[src/aie_pkg.sv]
package aie_pkg;
   localparam int DATA_W = 8;
   localparam int INSTR_W = 16;
   localparam int BANK_W = 4;
   localparam int DADDR_W = 12;
   // opcode patterns on the upper bits of the instruction word
   localparam logic [7:0] OPC_ADD_IMM = 8'h0F;
   localparam logic [5:0] OPC_ADD_REG = 6'h09;
   localparam int OPC_IMM_HI = 15;
   localparam int OPC_REG_LO = 10;
   localparam int DEST_BIT = 9;
   localparam int BANK_MODE_BIT = 8;
   // indexed literal offset applies up to this address field value
   localparam logic [7:0] INDEXED_MAX = 8'h5F;
   // access bank split: addresses below this to bank 0, the rest to the top bank
   localparam logic [7:0] ACCESS_SPLIT = 8'h60;
   localparam logic [3:0] ACCESS_HI_BANK = 4'hF;
   // status bit positions
   localparam int FLAG_C = 0;
   localparam int FLAG_DC = 1;
   localparam int FLAG_Z = 2;
   localparam int FLAG_OV = 3;
   localparam int FLAG_N = 4;
   localparam int FLAGS_W = 5;
   localparam logic [7:0] ACC_RESET = 8'h00;
   localparam logic [4:0] FLAGS_RESET = 5'h00;
   typedef enum logic [1:0] {
      Q1_DECODE = 2'b00,
      Q2_READ = 2'b01,
      Q3_PROCESS = 2'b10,
      Q4_WRITE = 2'b11
   } aie_phase_e;
endpackage : aie_pkg
[src/aie_add_exec.sv]
`timescale 1ns/1ns
`default_nettype none
////////////////////////////////////////////////////////////////////////
// Contract
// - immediate add: acc plus literal into acc, flags
// - register add: acc plus data register, flags
// - dest bit 0 to acc, 1 to register
// - bank bit 0 access bank, else bank select
// - extended set, bank bit 0, addr<=95 indexed
// - one word, one cycle, four phases
module aie_add_exec
   import aie_pkg::*;
(
   input wire logic CLK_I,
   input wire logic NRST_I,
   input wire logic CE_I,
   input wire logic INSTR_VALID_I,
   input wire logic [INSTR_W-1:0] INSTR_I,
   input wire logic EXT_SET_EN_I,
   input wire logic [BANK_W-1:0] BANK_SELECT_REG_I,
   input wire logic [DATA_W-1:0] MEM_RDATA_I,
   output logic [1:0] PHASE_O,
   output logic BUSY_O,
   output logic MEM_RD_O,
   output logic MEM_WR_O,
   output logic [DADDR_W-1:0] MEM_ADDR_O,
   output logic MEM_INDEXED_O,
   output logic [7:0] MEM_OFFSET_O,
   output logic [DATA_W-1:0] MEM_WDATA_O,
   output logic [DATA_W-1:0] ACC_O,
   output logic [FLAGS_W-1:0] FLAGS_O,
   output logic DONE_O
);
   import aie_pkg::*;

   ////////////////////////////////////////////////////////////////////
   function automatic logic is_imm(input logic [INSTR_W-1:0] w);
      return w[OPC_IMM_HI:8] == OPC_ADD_IMM;
   endfunction : is_imm

   function automatic logic is_reg(input logic [INSTR_W-1:0] w);
      return w[OPC_IMM_HI:OPC_REG_LO] == OPC_ADD_REG;
   endfunction : is_reg

   ////////////////////////////////////////////////////////////////////
   aie_phase_e phase, next_phase;
   logic [INSTR_W-1:0] instr, next_instr;
   logic [DATA_W-1:0] operand, next_operand;
   logic [DATA_W-1:0] acc, next_acc;
   logic [FLAGS_W-1:0] flags, next_flags;
   logic busy, next_busy;
   logic mem_rd, next_mem_rd;
   logic mem_wr, next_mem_wr;
   logic [DADDR_W-1:0] mem_addr, next_mem_addr;
   logic mem_indexed, next_mem_indexed;
   logic [7:0] mem_offset, next_mem_offset;
   logic [DATA_W-1:0] mem_wdata, next_mem_wdata;
   logic done, next_done;
   logic [DATA_W-1:0] sum;
   logic [FLAGS_W-1:0] sum_flags;
   // decoded word, shared by the sequencer and the memory port
   logic word_take;
   logic word_reg;

   aie_adder u_adder (
      .a_i(acc),
      .b_i(operand),
      .sum_o(sum),
      .flags_o(sum_flags)
   );

   ////////////////////////////////////////////////////////////////////
   // a word that is neither add is not ours
   assign word_reg = INSTR_VALID_I && is_reg(INSTR_I);
   assign word_take = word_reg || (INSTR_VALID_I && is_imm(INSTR_I));

   ////////////////////////////////////////////////////////////////////
   // sequencer: one quarter phase per enabled edge
   always_comb begin
      next_phase = phase;
      next_instr = instr;
      next_busy = busy;
      next_done = 1'b0;
      unique case (phase)
         Q1_DECODE: begin
            // words are only looked at in Q1; others stay idle here
            if (word_take) begin
               next_instr = INSTR_I;
               next_busy = 1'b1;
               next_phase = Q2_READ;
            end
         end
         Q2_READ: begin
            next_phase = Q3_PROCESS;
         end
         Q3_PROCESS: begin
            next_phase = Q4_WRITE;
         end
         Q4_WRITE: begin
            // no stall: the next word may be taken right after Q4
            next_done = 1'b1;
            next_busy = 1'b0;
            next_phase = Q1_DECODE;
         end
      endcase
   end

   always_ff @(posedge CLK_I) begin
      if (!NRST_I) begin
         phase <= Q1_DECODE;
         instr <= '0;
         busy <= 1'b0;
         done <= 1'b0;
      end else if (CE_I) begin
         phase <= next_phase;
         instr <= next_instr;
         busy <= next_busy;
         done <= next_done;
      end
   end

   ////////////////////////////////////////////////////////////////////
   // memory port: address and read strobe in Q2, write strobe in Q4
   always_comb begin
      next_mem_rd = 1'b0;
      next_mem_wr = 1'b0;
      next_mem_addr = mem_addr;
      next_mem_indexed = mem_indexed;
      next_mem_offset = mem_offset;
      next_mem_wdata = mem_wdata;
      if (phase == Q1_DECODE && word_reg) begin
         next_mem_rd = 1'b1;
         next_mem_offset = INSTR_I[7:0];
         next_mem_indexed = 1'b0;
         if (INSTR_I[BANK_MODE_BIT]) begin
            next_mem_addr = {BANK_SELECT_REG_I, INSTR_I[7:0]};
         end else if (EXT_SET_EN_I && INSTR_I[7:0] <= INDEXED_MAX) begin
            // address is formed outside from the index pointer
            next_mem_indexed = 1'b1;
            next_mem_addr = '0;
         end else if (INSTR_I[7:0] < ACCESS_SPLIT) begin
            // access bank: low addresses to bank 0, high to the top bank
            next_mem_addr = {4'h0, INSTR_I[7:0]};
         end else begin
            next_mem_addr = {ACCESS_HI_BANK, INSTR_I[7:0]};
         end
      end
      if (phase == Q3_PROCESS) begin
         // sum settles from acc and operand; result staged for Q4
         next_mem_wdata = sum;
         next_mem_wr = is_reg(instr) && instr[DEST_BIT];
      end
      if (phase == Q4_WRITE) begin
         next_mem_indexed = 1'b0;
      end
   end

   always_ff @(posedge CLK_I) begin
      if (!NRST_I) begin
         mem_rd <= 1'b0;
         mem_wr <= 1'b0;
         mem_addr <= '0;
         mem_indexed <= 1'b0;
         mem_offset <= '0;
         mem_wdata <= '0;
      end else if (CE_I) begin
         mem_rd <= next_mem_rd;
         mem_wr <= next_mem_wr;
         mem_addr <= next_mem_addr;
         mem_indexed <= next_mem_indexed;
         mem_offset <= next_mem_offset;
         mem_wdata <= next_mem_wdata;
      end
   end

   ////////////////////////////////////////////////////////////////////
   // datapath: operand in Q2, accumulator and flags in Q4
   always_comb begin
      next_operand = operand;
      next_acc = acc;
      next_flags = flags;
      if (phase == Q2_READ) begin
         // operand is latched so memory may release its bus after Q2
         if (is_imm(instr)) begin
            next_operand = instr[7:0];
         end else begin
            next_operand = MEM_RDATA_I;
         end
      end
      if (phase == Q4_WRITE) begin
         // flags follow every add, even when the sum goes to memory
         next_flags = sum_flags;
         if (is_imm(instr) || !instr[DEST_BIT]) begin
            next_acc = sum;
         end
      end
   end

   always_ff @(posedge CLK_I) begin
      if (!NRST_I) begin
         operand <= '0;
         acc <= ACC_RESET;
         flags <= FLAGS_RESET;
      end else if (CE_I) begin
         operand <= next_operand;
         acc <= next_acc;
         flags <= next_flags;
      end
   end

   ////////////////////////////////////////////////////////////////////
   assign PHASE_O = phase;
   assign BUSY_O = busy;
   assign MEM_RD_O = mem_rd;
   assign MEM_WR_O = mem_wr;
   assign MEM_ADDR_O = mem_addr;
   assign MEM_INDEXED_O = mem_indexed;
   assign MEM_OFFSET_O = mem_offset;
   assign MEM_WDATA_O = mem_wdata;
   assign ACC_O = acc;
   assign FLAGS_O = flags;
   assign DONE_O = done;
endmodule : aie_add_exec
`default_nettype wire

[src/aie_adder.sv]
`timescale 1ns/1ns
`default_nettype none
module aie_adder
   import aie_pkg::*;
(
   input wire logic [DATA_W-1:0] a_i,
   input wire logic [DATA_W-1:0] b_i,
   output logic [DATA_W-1:0] sum_o,
   output logic [FLAGS_W-1:0] flags_o
);
   logic [DATA_W:0] full;
   logic [4:0] low;
   always_comb begin
      full = {1'b0, a_i} + {1'b0, b_i};
      low = {1'b0, a_i[3:0]} + {1'b0, b_i[3:0]};
      sum_o = full[DATA_W-1:0];
      flags_o = '0;
      flags_o[FLAG_C] = full[DATA_W];
      flags_o[FLAG_DC] = low[4];
      flags_o[FLAG_Z] = (full[DATA_W-1:0] == 8'h00);
      // signed overflow: operands agree in sign, sum differs
      flags_o[FLAG_OV] = (a_i[7] == b_i[7]) && (full[7] != a_i[7]);
      flags_o[FLAG_N] = full[7];
   end
endmodule : aie_adder
`default_nettype wire

[config.mk]
export PLATFORM = sky130hd
export DESIGN_NAME = aie_add_exec
export DESIGN_NICKNAME = d
export VERILOG_FILES = /design/src/aie_pkg.sv /design/src/aie_add_exec.sv /design/src/aie_adder.sv
export SDC_FILE = /design/constraint.sdc
export NUM_CORES = 1
export LEC_CHECK = 0
export BUFFER_PORTS_ARGS = -buffer_cell sky130_fd_sc_hd__buf_2
export CAP_MARGIN = 20
export CORE_ASPECT_RATIO = 1.1
export CORE_MARGIN = 2
export CORE_UTILIZATION = 55
export DETAILED_ROUTE_END_ITERATION = 10
export PLACE_DENSITY = 0.8
export SKIP_LAST_GASP = 1
export SLEW_MARGIN = 20
export SYNTH_ARGS = -nofsm -noshare
export SYNTH_HDL_FRONTEND = slang
export SYNTH_SLANG_ARGS = --single-unit
[constraint.sdc]
create_clock -name CLK_I -period 5.9 [get_ports CLK_I]
set_input_delay 0 -clock CLK_I [delete_from_list [all_inputs] [get_ports CLK_I]]
set_output_delay 0 -clock CLK_I [all_outputs]
set_load 0.01 [all_outputs]
# [Word-level counts from Yosys, hierarchy flattened]
# Cells that the tools add are included.
[totals] elab_cells=64 inputBits=33 ff_bits=72
[op_classes] addsub=2 n_mux=15 eq_ne=10 n_lt_le_gt_ge=2 n_reduce_logical=22
[ops] op="$mux W12" count=3
[ops] op="$eq A8 B4 Y1 const B" count=2
[ops] op="$eq A6 B4 Y1 const B" count=2
[ops] op="$reduce_and A2 Y1" count=6
[ops] op="$add A8 B8 Y9" count=1
[ops] op="$reduce_and A3 Y1" count=3
[ops] op="$le A8 B7 Y1 const B" count=1
[ops] op="$logic_not A8 Y1" count=1
[ops] op="$lt A8 B7 Y1 const B" count=1
[ops] op="$mux W1" count=8
[ops] op="$mux W8" count=1
[ops] op="$pmux W2 S4" count=1
[ops] op="$logic_and A1 B1 Y1" count=6
[ops] op="$add A4 B4 Y5" count=1
[ops] op="$eq A2 B2 Y1 const B" count=2
[ops] op="$reduce_bool A2 Y1" count=2
[ops] op="$eq A2 B1 Y1 const B" count=1
[ops] op="$logic_not A2 Y1" count=1
[ops] op="$logic_or A1 B1 Y1" count=2
[ops] op="$mux W2" count=1
[ops] op="$ne A2 B2 Y1 const B" count=1
[ops] op="$pmux W1 S2" count=1
[ops] op="$eq A1 B1 Y1" count=1
[ops] op="$logic_not A1 Y1" count=1
[ops] op="$ne A1 B1 Y1" count=1

# [Logic depth before layout (Yosys ltp)]
[depth] word_depth=6 depth_mapped=8 depth_no_buf=8

# [By module]
# From an unflattened synthesis, not the netlist that was laid out.
[unflattened] cells_unflattened=417 area_unflattened_um2=3484.6
[modules_own_cells] mod="aie_add_exec" area_per_inst_um2=3070.4 cells_per_inst=364 seq_area_each_um2=1441.4 n_inst=1
[modules_own_cells] mod="aie_adder" area_per_inst_um2=414.1 cells_per_inst=53 seq_area_each_um2=0.0 n_inst=1

# [Worst setup path before layout]
# Ideal clock, no wire load.
[synth_timing] kind="flip-flop to flip-flop" from="register acc[0] (netlist: ACC_O[0])" to="register flags[2] (netlist: FLAGS_O[2])" setup_ns=0.067 path_buffers=0 t_arrival_ns=2.030 stages_incl_launch_ff=8 period_less_slack_ns=2.097 path_slack_ns=3.803 required_ns=5.833 cell_sequence="dfxtp_1 > ha_1 > inv_1 > fa_1 > xnor2_1 > or4_1 > a211o_1 > o21ai_2"
[synth_via] elab_chain_len=2
[synth_rtl] element="start: declaration" line_no="aie_add_exec.sv:49" rtl="logic [DATA_W-1:0] acc, next_acc;"
[synth_rtl] element="start signal: assignment" line_no="aie_add_exec.sv:206" rtl="acc <= next_acc;"
[synth_rtl] element="$add A8 B8 Y9" line_no="aie_adder.sv:14" rtl="full = {1'b0, a_i} + {1'b0, b_i};"
[synth_rtl] element="$logic_not A8 Y1" line_no="aie_adder.sv:20" rtl="flags_o[FLAG_Z] = (full[DATA_W-1:0] == 8'h00);"
[synth_rtl] element="end signal: assignment" line_no="aie_add_exec.sv:207" rtl="flags <= next_flags;"
[synth_rtl] element="end: declaration" line_no="aie_add_exec.sv:50" rtl="logic [FLAGS_W-1:0] flags, next_flags;"
# Every way passes these cells.
# A chain may end at the register's enable or synchronous reset.

# [Worst setup path after layout]
[layout_timing] from="register phase[0] (netlist: PHASE_O[0])" to="register mem_addr[9] (netlist: MEM_ADDR_O[9])"
[layout_via] elab_chain_len=3
[layout_rtl] element="start: declaration" line_no="aie_add_exec.sv:46" rtl="aie_phase_e phase, next_phase;"
[layout_rtl] element="start signal: assignment" line_no="aie_add_exec.sv:115" rtl="phase <= next_phase;"
[layout_rtl] element="$logic_not A2 Y1" line_no="aie_add_exec.sv:131" rtl="if (phase == Q1_DECODE && word_reg) begin"
[layout_rtl] element="$logic_and A1 B1 Y1" line_no="aie_add_exec.sv:131"
[layout_rtl] element="$reduce_and A2 Y1 (no line)"
[layout_rtl] element="end signal: assignment" line_no="aie_add_exec.sv:169" rtl="mem_addr <= next_mem_addr;"
[layout_rtl] element="end: declaration" line_no="aie_add_exec.sv:54" rtl="logic [DADDR_W-1:0] mem_addr, next_mem_addr;"
# Every way passes these cells.

==> out/summary.txt <==
Final setup viols - 0
Sink Count - 72
grt total ovfl - 0
Area Overhead vs Synth - 21.1%
syn_nets - 411
# rows - 29
number of buffers created by CTS - 9
initial DRC count - 117
leakage power - 1.81 nW
Main synth FF type - dfxtp_1
Final Hold Fails - 0
CP Data Required Time - 6.18 ns
worst path cell trace - inv_1 > ha_1 > and4b_1 > nand3_1 > nor3_1 > a21oi_1 > nor2b_1
Startpoint Class - flop
CP Class - flop to flop
ys async rst share - 0%
IO Port Bufs - 80
placer congestion estimate - 0.887
hpwl dp - 5430 µm
first-pass GRT wire length - 12700 µm
setup_tns - 0 ns
Reg clk slew, reported paths - 0.08 ns
GR Util met1 - 29.2%
Post-Synthesis Cells - 365
YS warnings - 0
GRT met3 Usage - 5.21%
status - completed
Rel. slew slack - 35.6%
Total Wirelength - 7740 µm
skew final - 0.0100 ns
initial core utilization - 57.9%
max-slew violation count - 0
clk_lat worst skew - 0.34 ns
vias - 2854
synthesized area - 3380 µm²
post-route ant nets - 0
DRC viols - 0
CTS root buffer - clkbuf_8
RSZ-0062 raised after global routing - no
DR WL/cell - 14.7 µm
Top Usage Layer GRT - met2
crit-path max FO - 27
fmax - 439 MHz
WHS - 0.0212 ns
worst slack, placed - 3.70 ns
initial antenna violation count - 0
CP bufs+invs - 1
max incr delay on CP - 0.67 ns
Die X - 78.8 µm
Gate power share - 5.1%
TritonCTS clock tree - built
worst hold path class - primary input to flop
PwrDens - 226 nW/µm²
cell-internal power - 0.000725 W
Clock Path Buffers - 2
Post-CTS Resized - 0
vias in the first global route - 2736
cts hold-fix bufs - 11
Max-Cap Viols - 0
Core Region - 5840 µm²
register area share after synthesis - 42.6%
Post-synth EDFFs - 0
Worst-Margin Slew - 0.963 ns
slowest cell on the critical path - nand3_1
Vias per Instance - 5.41
fin worst setup slack - 3.62 ns
Reg power frac - 52.9%
fraction of layout cells with a size suffix above 1 - 23.3%
flops & latches, synth - 72
n_diodes - 0
global-route usage over all layers - 23.7%
die area - 6790 µm²
CP top delay family - simple AND/OR/NAND/NOR gates
num ports - 81
grt met2 use - 39.9%
Clk pwr share - 42.0%
post-CTS setup buffers - 0
Sw Ratio - 21.5%
Crit. End Element - flop
NumNets Final - 494
Mean Syn Cell Area - 9.26 µm²
Synth cell types - 49
Final Cycle Share - 38.6%
Critical Path AT - 2.56 ns
maximum VDD drop - 161 µV
min Tclk post-route - 2.28 ns
net switching power - 0.000199 W
die height - 86.2 µm
largest net degree at the start of global routing - 74
TritonRoute pass-1 iters - 4
H-tree Lvls - 3
-- worst paths after layout --
check	startpoint	end	slack [ns]	depth (start not counted)
setup reg to reg	PHASE_O[0]$_SDFFE_PN0P_	MEM_ADDR_O[9]$_SDFFE_PN0P_	3.62	7
setup / recovery	PHASE_O[0]$_SDFFE_PN0P_	MEM_ADDR_O[9]$_SDFFE_PN0P_	3.62	7
hold reg to reg	MEM_ADDR_O[5]$_SDFFE_PN0P_	MEM_ADDR_O[5]$_SDFFE_PN0P_	0.45	2
hold / removal	MEM_RDATA_I[4]	operand[4]$_SDFFE_PN0P_	0.02	4
-- through the flow --
| step | cell area [µm²] | total power [W] | util [%] | std cells |
|---|---|---|---|---|
| finish | 4090 | 0.000924 | 70.1 | 528 |
| global route | 4090 | 0.000955 | 70.1 | 528 |
| CTS | 4090 | 0.000931 | 70.1 | 528 |
| detailed placement | 3790 | 0.000541 | 64.9 | 503 |
| global placement | 3790 | 0.000540 | 64.9 | 503 |
| floorplan | 3380 | 0.000522 | - | 365 |
-- power by group through the flow --
stage	sequential, W	combinational (W)	clock (W)
final	0.000489	0.0000467	0.000388
after global routing	0.000489	0.0000510	0.000415
after CTS	0.000489	0.0000463	0.000396
after detailed placement	0.000500	0.0000405	0
after global placement	0.000500	0.0000402	0
after floorplan	0.000500	0.0000213	0
-- cell families (layout without fill, tap and decap cells) --
kind of cell / after synthesis / after routing / synth area share (%)
simple gates: 145 / 145 / 22.8
compound gates: 82 / 82 / 18.4
flops: 72 / 72 / 42.6
buf+inv: 29 / 115 / 4.14
mux: 22 / 22 / 6.51
fa+ha+maj: 13 / 13 / 5.03
xor+xnor: 2 / 2 / 0.518
-- synth_stat cells, types with 2 or more instances --
cell type	n	share of area, %
nand2_1	63	7.0
mux2i_1	22	6.5
buf_2	6	0.89
nor2_1	4	0.44
o21ai_0	4	0.59
nand3b_1	4	0.89
nor3_1	7	1.0
o211a_1	12	3.6
or4_1	2	0.44
dfxtp_1	72	43
ha_1	12	4.4
and3_1	2	0.37
nand3_1	17	2.5
o21ai_1	4	0.59
inv_1	8	0.89
nor2b_1	25	4.6
a21o_1	2	0.44
and2_1	3	0.56
a21oi_1	9	1.3
clkbuf_1	12	1.3
xnor2_1	2	0.52
o21a_1	4	0.89
nor4b_2	2	0.89
a21boi_0	13	2.9
nand2b_1	4	0.74
and4b_1	2	0.59
and3b_1	4	1.0
a21boi_1	23	5.1
-- worst min-delay path, cell delays in order --
cell	delay, ns
buf_2	0.08
mux2i_1	0.06
nand2_1	0.07
o211a_1	0.13
-- layout by cell type (no fill, tap or decap), types with 2 or more instances in the layout --
cell type,instances
ha_1,12
or4_1,2
and3b_1,4
a21boi_0,13
a21boi_1,23
dfxtp_1,72
nor2_1,4
nor4b_2,2
and2_1,3
and3_1,2
and4b_1,2
dlygate4sd3_1,11
buf_2,80
nand2b_1,4
nor3_1,7
o21ai_1,4
o21a_1,4
xnor2_1,2
nor2b_1,25
inv_1,8
nand3b_1,4
o21ai_0,4
a21o_1,2
nand3_1,17
a21oi_1,9
buf_4,2
mux2i_1,22
nand2_1,63
clkbuf_8,11
o211a_1,12
-- layout make-up --
| cell class | count | area [µm²] |
|---|---|---|
| Clock inverter | 3 | 42.5 |
| Inverter | 8 | 30.0 |
| Clock buffer | 11 | 151 |
| Sequential cell | 72 | 1440 |
| Tap cell | 77 | 96.3 |
| Multi-Input combinational cell | 264 | 1810 |
| Timing Repair Buffer | 93 | 526 |
| Fill cell | 483 | 1750 |
-- state kept, by name (all words and copies together) (netlist names) --
signal,flops
ACC_O,8
BUSY_O,1
DONE_O,1
FLAGS_O,5
MEM_ADDR_O,12
MEM_INDEXED_O,1
MEM_OFFSET_O,8
MEM_RD_O,1
MEM_WDATA_O,8
MEM_WR_O,1
PHASE_O,2
instr,16
operand,8
-- layer usage --
metal,vias to the layer above,wire length (µm)
met5,-,0
met4,0,129
met3,11,344
met2,58,3750
met1,1340,3520
li1,1445,-
No activity file was read; power rests on OpenSTA's default activity.
